`src/dma_pkg.sv`:
```
// constants, modes and carriers of the eight-channel peripheral dma engine
// assumes one system clock; peripherals and dma ram answer on the same clock
package dma_pkg;
	localparam int NUM_CHAN = 8;
	localparam int NUM_SRC = 19;
	// dma ram is 2 kbytes, byte addressed
	localparam int RAM_AW = 11;
	localparam int CNT_W = 10;
	localparam logic [6:0] SRC_IRQ [NUM_SRC] = '{7'h00, 7'h01, 7'h02, 7'h05, 7'h06, 7'h07,
		7'h08, 7'h0A, 7'h21, 7'h0B, 7'h0C, 7'h1E, 7'h1F, 7'h0D, 7'h15, 7'h22, 7'h46, 7'h37,
		7'h47};
	// register index inside a channel's group of eight words
	localparam logic [2:0] REG_CTRL = 3'h0;
	localparam logic [2:0] REG_REQSEL = 3'h1;
	localparam logic [2:0] REG_STA = 3'h2;
	localparam logic [2:0] REG_STB = 3'h3;
	localparam logic [2:0] REG_COUNT = 3'h4;
	localparam logic [2:0] REG_FORCE = 3'h5;
	localparam logic [2:0] REG_STATUS = 3'h6;
	localparam logic [2:0] REG_PTR = 3'h7;
	// field positions
	localparam int CTRL_EN = 0;
	localparam int CTRL_DIR = 1;
	localparam int CTRL_BYTE = 2;
	localparam int CTRL_AM = 3;
	localparam int CTRL_BM = 5;
	localparam int CTRL_HALF = 7;
	localparam int STAT_HALF = 0;
	localparam int STAT_DONE = 1;
	localparam int STAT_PP = 2;
	localparam int STAT_PEND = 3;
	localparam int PTR_XFER = 16;
	// addressing and block modes
	localparam logic [1:0] AM_POSTINC = 2'h0;
	localparam logic [1:0] AM_FIXED = 2'h1;
	localparam logic [1:0] AM_PERIND = 2'h2;
	localparam logic [1:0] BM_CONT = 2'h0;
	localparam logic [1:0] BM_ONESHOT = 2'h1;
	localparam logic [1:0] BM_PINGPONG = 2'h2;
	localparam logic [1:0] BUF_DEPTH = 2'h2;
	typedef enum logic [1:0] {ST_IDLE = 2'b01, ST_READ = 2'b10} fsm_t;
	typedef struct packed {
		logic valid;
		logic at_ram;
		logic [RAM_AW-1:0] addr;
		logic [6:0] sel;
		logic byte_mode;
		logic [15:0] wdata;
	} xfer_req_t;
	typedef struct packed {
		logic en;
		logic dir;
		logic byte_mode;
		logic [1:0] amode;
		logic [1:0] bmode;
		logic half_ie;
		logic [6:0] sel;
		logic [RAM_AW-1:0] sta;
		logic [RAM_AW-1:0] stb;
		logic [RAM_AW-1:0] ptr;
		logic [RAM_AW-1:0] off;
		logic [CNT_W-1:0] cnt;
		logic [CNT_W-1:0] xfer;
		logic pend;
		logic pp;
		logic half;
		logic done;
	} chan_t;
	typedef struct packed {
		chan_t [NUM_CHAN-1:0] ch;
		fsm_t fsm;
		logic [2:0] act;
		xfer_req_t src;
		xfer_req_t dst;
		xfer_req_t [1:0] buffer;
		logic wp;
		logic rp;
		logic [1:0] fill;
		logic ack;
		logic [31:0] rdata;
		logic [NUM_CHAN-1:0] irq;
	} state_t;
	localparam state_t STATE_RST = '{fsm: ST_IDLE, default: '0};
endpackage

```
`src/peripheral_dma.sv`:
```
// eight-channel dma engine: avalon-mm register slave, source and destination buses
// assumes peripherals and dma ram share i_clock; ready inputs may stall any time
`timescale 1ns/1ps
`default_nettype none
module peripheral_dma (
	// clock and reset
	input wire logic i_clock,
	input wire logic i_rst_b,
	// avalon-mm register slave
	input wire logic [5:0] i_address,
	input wire logic i_read,
	input wire logic i_write,
	input wire logic [31:0] i_writedata,
	input wire logic [3:0] i_byteenable,
	output logic [31:0] o_readdata,
	output logic o_waitrequest,
	// peripheral requests, one pulse per element
	input wire logic [dma_pkg::NUM_SRC-1:0] i_periph_req,
	input wire logic [dma_pkg::RAM_AW-1:0] i_per_offset,
	// source read bus
	output dma_pkg::xfer_req_t o_src,
	input wire logic i_src_ready,
	input wire logic [15:0] i_src_rdata,
	// destination write bus
	output dma_pkg::xfer_req_t o_dst,
	input wire logic i_dst_ready,
	// per-channel interrupt requests
	output logic [dma_pkg::NUM_CHAN-1:0] o_chan_irq
);
	import dma_pkg::*;

	state_t s;
	state_t next_s;
	logic [NUM_CHAN-1:0] elig;
	logic [NUM_CHAN-1:0] force_set;
	logic [2:0] grant;
	logic grant_ok;
	logic [2:0] ci;
	logic [RAM_AW-1:0] base;
	logic [RAM_AW-1:0] ram_addr;
	logic [RAM_AW-1:0] inc;
	logic [CNT_W-1:0] nx;
	logic [31:0] mask;
	logic [31:0] merged;
	logic [31:0] wm;
	logic push;
	logic pop;
	logic end_evt;
	logic accept;
	logic [RAM_AW-1:0] act_ptr;
	logic [1:0] act_amode;
	logic act_byte;

	function automatic logic req_hit(input logic [6:0] sel, input logic [NUM_SRC-1:0] req);
		logic hit;
		hit = 1'b0;
		for (int k = 0; k < NUM_SRC; k++) begin
			if (req[k] && sel == SRC_IRQ[k]) begin
				hit = 1'b1;
			end
		end
		return hit;
	endfunction

	function automatic logic [31:0] reg_word(input chan_t c, input logic [2:0] r);
		logic [31:0] w;
		w = 32'h0000_0000;
		case (r)
			REG_CTRL: begin
				w[CTRL_EN] = c.en;
				w[CTRL_DIR] = c.dir;
				w[CTRL_BYTE] = c.byte_mode;
				w[CTRL_AM +: 2] = c.amode;
				w[CTRL_BM +: 2] = c.bmode;
				w[CTRL_HALF] = c.half_ie;
			end
			REG_REQSEL: w[6:0] = c.sel;
			REG_STA: w[RAM_AW-1:0] = c.sta;
			REG_STB: w[RAM_AW-1:0] = c.stb;
			REG_COUNT: w[CNT_W-1:0] = c.cnt;
			REG_STATUS: begin
				w[STAT_HALF] = c.half;
				w[STAT_DONE] = c.done;
				w[STAT_PP] = c.pp;
				w[STAT_PEND] = c.pend;
			end
			REG_PTR: begin
				w[RAM_AW-1:0] = c.ptr;
				w[PTR_XFER +: CNT_W] = c.xfer;
			end
			default: w = 32'h0000_0000;
		endcase
		return w;
	endfunction

	always_comb begin
		next_s = s;
		next_s.irq = '0;
		force_set = '0;
		elig = '0;
		grant = 3'h0;
		grant_ok = 1'b0;
		ci = i_address[5:3];
		base = '0;
		ram_addr = '0;
		inc = '0;
		nx = '0;
		push = 1'b0;
		pop = 1'b0;
		end_evt = 1'b0;
		mask = {{8{i_byteenable[3]}}, {8{i_byteenable[2]}}, {8{i_byteenable[1]}},
			{8{i_byteenable[0]}}};
		merged = (reg_word(s.ch[ci], i_address[2:0]) & ~mask) | (i_writedata & mask);
		wm = i_writedata & mask;

		// one wait cycle, then the answer
		next_s.ack = (i_read || i_write) && !s.ack;
		if (i_read && !s.ack) begin
			next_s.rdata = reg_word(s.ch[ci], i_address[2:0]);
		end
		if (s.ack && i_write) begin
			case (i_address[2:0])
				REG_CTRL: begin
					if (merged[CTRL_EN] && !s.ch[ci].en) begin
						next_s.ch[ci].ptr = s.ch[ci].sta;
						next_s.ch[ci].xfer = '0;
						next_s.ch[ci].pp = 1'b0;
					end
					next_s.ch[ci].en = merged[CTRL_EN];
					next_s.ch[ci].dir = merged[CTRL_DIR];
					next_s.ch[ci].byte_mode = merged[CTRL_BYTE];
					next_s.ch[ci].amode = merged[CTRL_AM +: 2];
					next_s.ch[ci].bmode = merged[CTRL_BM +: 2];
					next_s.ch[ci].half_ie = merged[CTRL_HALF];
				end
				REG_REQSEL: next_s.ch[ci].sel = merged[6:0];
				REG_STA: next_s.ch[ci].sta = merged[RAM_AW-1:0];
				REG_STB: next_s.ch[ci].stb = merged[RAM_AW-1:0];
				REG_COUNT: next_s.ch[ci].cnt = merged[CNT_W-1:0];
				REG_FORCE: force_set[ci] = wm[0];
				REG_STATUS: begin
					next_s.ch[ci].half = s.ch[ci].half & ~wm[STAT_HALF];
					next_s.ch[ci].done = s.ch[ci].done & ~wm[STAT_DONE];
				end
				default: ;
			endcase
		end

		for (int c = 0; c < NUM_CHAN; c++) begin
			elig[c] = s.ch[c].en && s.ch[c].pend;
		end
		for (int c = NUM_CHAN - 1; c >= 0; c--) begin
			if (elig[c]) begin
				grant = 3'(c);
				grant_ok = 1'b1;
			end
		end

		case (s.fsm)
			ST_IDLE: begin
				if (grant_ok && s.fill != BUF_DEPTH) begin
					base = s.ch[grant].pp ? s.ch[grant].stb : s.ch[grant].sta;
					if (s.ch[grant].amode == AM_PERIND) begin
						ram_addr = base + s.ch[grant].off;
					end else begin
						ram_addr = s.ch[grant].ptr;
					end
					next_s.act = grant;
					// source read bus: dma ram when dir is set, the selected peripheral otherwise
					next_s.src.valid = 1'b1;
					next_s.src.at_ram = s.ch[grant].dir;
					next_s.src.addr = ram_addr;
					next_s.src.sel = s.ch[grant].sel;
					next_s.src.byte_mode = s.ch[grant].byte_mode;
					next_s.src.wdata = 16'h0000;
					next_s.fsm = ST_READ;
				end
			end
			ST_READ: begin
				if (i_src_ready) begin
					push = 1'b1;
					next_s.buffer[s.wp] = s.src;
					next_s.buffer[s.wp].at_ram = !s.src.at_ram;
					next_s.buffer[s.wp].wdata = s.src.byte_mode ? {8'h00, i_src_rdata[7:0]} :
						i_src_rdata;
					next_s.wp = !s.wp;
					next_s.src.valid = 1'b0;
					next_s.fsm = ST_IDLE;
					next_s.ch[s.act].pend = 1'b0;
					nx = s.ch[s.act].xfer + 10'h001;
					next_s.ch[s.act].xfer = nx;
					inc = s.ch[s.act].byte_mode ? 11'h001 : 11'h002;
					if (s.ch[s.act].amode == AM_POSTINC) begin
						next_s.ch[s.act].ptr = s.ch[s.act].ptr + inc;
					end
					if (nx == {1'b0, s.ch[s.act].cnt[CNT_W-1:1]} && s.ch[s.act].cnt > 10'h001) begin
						next_s.ch[s.act].half = 1'b1;
						next_s.irq[s.act] = s.ch[s.act].half_ie;
					end
					if (nx == s.ch[s.act].cnt) begin
						end_evt = 1'b1;
						next_s.ch[s.act].done = 1'b1;
						next_s.irq[s.act] = !s.ch[s.act].half_ie;
						next_s.ch[s.act].xfer = '0;
						next_s.ch[s.act].ptr = s.ch[s.act].sta;
						case (s.ch[s.act].bmode)
							BM_ONESHOT: next_s.ch[s.act].en = 1'b0;
							BM_PINGPONG: begin
								next_s.ch[s.act].pp = !s.ch[s.act].pp;
								if (!s.ch[s.act].pp) begin
									next_s.ch[s.act].ptr = s.ch[s.act].stb;
								end
							end
							default: next_s.ch[s.act].ptr = s.ch[s.act].sta;
						endcase
					end
				end
			end
			default: next_s.fsm = ST_IDLE;
		endcase

		if (!s.dst.valid || i_dst_ready) begin
			if (s.fill != 2'h0) begin
				pop = 1'b1;
				next_s.dst = s.buffer[s.rp];
				next_s.dst.valid = 1'b1;
				next_s.rp = !s.rp;
			end else begin
				next_s.dst.valid = 1'b0;
			end
		end
		next_s.fill = 2'(s.fill + {1'b0, push} - {1'b0, pop});

		// peripheral or software start, set wins
		for (int c = 0; c < NUM_CHAN; c++) begin
			if (req_hit(s.ch[c].sel, i_periph_req)) begin
				next_s.ch[c].pend = 1'b1;
				next_s.ch[c].off = i_per_offset;
			end
			if (force_set[c]) begin
				next_s.ch[c].pend = 1'b1;
			end
		end
	end

	always_ff @(posedge i_clock or negedge i_rst_b) begin
		if (!i_rst_b) begin
			s <= STATE_RST;
		end else begin
			s <= next_s;
		end
	end

	assign o_readdata = s.rdata;
	assign o_waitrequest = (i_read || i_write) && !s.ack;
	assign o_src = s.src;
	assign o_dst = s.dst;
	assign o_chan_irq = s.irq;

	// helpers for the checks
	assign accept = (s.fsm == ST_READ) && i_src_ready;
	assign act_ptr = s.ch[s.act].ptr;
	assign act_amode = s.ch[s.act].amode;
	assign act_byte = s.ch[s.act].byte_mode;
endmodule
`default_nettype wire

```
`config.mk`:
```
export PLATFORM = sky130hd
export DESIGN_NAME = peripheral_dma
export DESIGN_NICKNAME = d
export VERILOG_FILES = /design/src/dma_pkg.sv /design/src/peripheral_dma.sv
export SDC_FILE = /design/constraint.sdc
export NUM_CORES = 2
export LEC_CHECK = 0
export BUFFER_PORTS_ARGS = -buffer_cell sky130_fd_sc_hd__buf_2
export CAP_MARGIN = 20
export CELL_PAD_IN_SITES_DETAIL_PLACEMENT = 1
export CELL_PAD_IN_SITES_GLOBAL_PLACEMENT = 2
export CORE_MARGIN = 4
export CORE_UTILIZATION = 40
export CTS_CLUSTER_DIAMETER = 50
export DETAILED_ROUTE_END_ITERATION = 10
export PLACE_DENSITY = 0.8
export REMOVE_ABC_BUFFERS = 1
export SYNTH_ARGS = -nofsm -noshare
export SYNTH_HDL_FRONTEND = slang
export SYNTH_SLANG_ARGS = --single-unit
```
`constraint.sdc`:
```
create_clock -name i_clock -period 7.5 [get_ports i_clock]
set_input_delay 1.5 -clock i_clock [delete_from_list [all_inputs] [get_ports i_clock]]
set_output_delay 1.5 -clock i_clock [all_outputs]
set_load 0.01 [all_outputs]
```
==> reports/metrics.cfg <==
[sta]
finalMaxSlewViolations=0
rsz0062_at_grt=no
hold_viol=0
fmax_ghz=0.159
clock_skew_ns=0.0443
relSlewSlack_pct=19.3
setup_tns_ns=0
fin_crit_sh_pct=84.1
fin_crit_ns=6.31
setup_viol=0
worst_pin_slew_ns=1.20

[logic_synthesis]
synth_edf_count=0
synth.most_common_cell=dfrtp_1
yosysTopAreaCell=dfrtp_1
synth_top_area_share_pct=40.4
synth_seq_area_share_pct=40.5
ys_top_cells_by_area=dfrtp_1 (40%), mux4_2 (6.3%), mux2i_1 (6.2%), nand2_1 (6.0%), a21oi_1 (5.9%)
ys_ff_latch=833
syn-cell-area_um2=51500
synthDistinctLibCells=91
synth_simple_gate_area_share_pct=16.1
syn-mean-instance-area_um2=8.93
synthAdderAreaFrac_pct=0.540
yosys_warnings=0
synthFlopType=dfrtp_1
synth_commonest_cells=dfrtp_1 (832), nand2_1 (823), a21oi_1 (608)
syn_inst=5767
async_reset_ff_share_pct=100
synth_top_family_by_area=compound AO/OA/AOI/OAI gates
synth_mux_area_share_pct=15.3
synth-compound-area-share_pct=20.5
synth-xor-area-share_pct=0.800

[routing]
avgViaCountPerCell=6.85
ant_nets=0
wl_per_cell_um=34.1
vias=51500
drcViolationCount=0
wirelength_um=256000
drt_iter0_markers=7132
dr.pass1.iters=8

[die]
die_y_um=367
fp-row-count=131
dieArea_um2=134000
dieWidth_um=367
core_area_um2=128000
start_util_pct=40.3
io_pins=209

[cells_and_area]
layout.cells.non_filler=7512
areaGrowthSynthToFinish_pct=14.1
nets=5851
fin_util_pct=46.0
drive_above_1_share_pct=17.4

[worst_setup_path]
path_max_fanout=12
cp-end-kind=flop
path_class=flop to flop
crit_required_ns=8.16
critical_path_arrival_ns=6.96
startpoint_type=flop

[grt]
grt_pass1_wl_um=369000
antenna_found_initial=10
grt_usage_pct=36.9
grt_max_degree=157
grt_pass1_vias=51200
grt-ovfl-total=0

[clocking]
clockRootBuffer=clkbuf_16
cts.sinks=833
h-tree-depth=4
cts_hold_buf=0
clk_pin_slew_worst_paths_ns=0.06
insertion_delay_ns=0.81
cts_setup_buffers=0
cts_buffer_depth=3
cts_resized=0
cts_tree=built
cts_made_buffers=133

[pwr]
peakVddDrop_v=0.000199
p_leak_uw=0.0255
p_per_area_nw_per_um2=370

[place]
dp_hpwl_um=170000
port_buffers=158
gp_congestion=0.995
placed_cells=7260

[worst_hold_path]
min_path_type=flop to flop

[job]
timing.max_cap.violations=0

[run_status]
status=completed

==> worst max-delay path, stage by stage (launching register included) <==
cell and delay (ns):
dfrtp_1 0.42, nand2_1 0.09, a32o_1 0.16, a22oi_1 0.06, o21ai_0 0.36, and2_1 0.85, mux2_2 0.67, mux2_2 0.40
nand2_1 0.07, o21ai_0 0.21, ha_1 0.37, a21o_1 0.15, a21oi_1 0.22, o21bai_1 0.09, a21oi_1 0.26, o21bai_1 0.10
a21oi_1 0.24, o21bai_1 0.11, a21oi_1 0.18, xor2_1 0.53, mux2i_1 0.28, mux2_2 0.34
==> cell families after synthesis <==
| kind of cell | after synthesis |
|---|---|
| flip-flops | 833 |
| multiplexers | 589 |
| XOR/XNOR | 47 |
| other | 1 |
| adder cells (fa/ha/maj) | 21 |
| AO/OA/AOI/OAI | 1691 |
| buffers and inverters | 695 |
| AND/OR/NAND/NOR | 1890 |
==> cell usage in the layout (no fill, tap or decap), drive strengths merged, types with 145 or more instances in the layout <==
cell type,synthesis,routed
o22ai,157,157
mux4,145,145
nand3,306,306
buf,266,431
a21oi,608,608
nand2,824,824
mux2i,317,317
o21ai,308,308
a22oi,255,255
nor2,478,478
clkbuf,357,169
dfrtp,832,832
==> per-layer routing <==
metal / up-vias / routed length, um / GRT usage (%)
met2: 3311 / 107000 / 52.6
met4: 10 / 16100 / 20.8
met1: 26300 / 102000 / 48.5
li1: 21000 / - / -
met3: 822 / 31300 / 13.1
met5: - / 65 / 0
==> path summary, 6_finish.rpt <==
path	start	to	slack, ns	cells past startpoint
max in group asynchronous	i_rst_b	s[376]	5.23	3
hold / removal	o_readdata[5]	o_readdata[5]	0.47	2
min in group asynchronous	i_rst_b	s[58]	0.73	1
hold reg to reg	o_readdata[5]	o_readdata[5]	0.47	2
setup reg to reg	s[699]	o_src[33]	1.19	21
setup / recovery	s[699]	o_src[33]	1.19	21
==> layout make-up <==
type	count	area (um^2)
well taps	1662	2080
flip-flops and latches	833	20900
repair buffers	431	3160
multi-input cells	4265	27700
diodes	8	20.0
inverters	72	270
clock inverters	72	981
fillers	14400	68900
clock buffers	169	3650
==> per-stage QoR <==
stage	power, uW	hold slack [ns]	setup slack (ns)	instance area [um^2]
after floorplan	10900	0.449	-33.50	48600
after global placement	14600	0.456	1.42	54000
after detailed placement	14800	0.465	1.42	54000
after CTS	21400	0.475	1.42	58700
after global routing	22400	0.506	1.03	58700
final	21700	0.469	1.19	58800
==> registers in the layout, summed over array words and instances, names as in the netlist <==
name        cells
o_readdata     21
o_src          21
o_chan_irq      8
s             746
o_dst          37
==> power by group <==
part           internal (uW)  total (uW)  switching [uW]
sequential              5290        6100             805
combinational           2940        9080            6140
clock                   4020        6550            2530
Note: power is estimated with default switching activity, not from simulation.
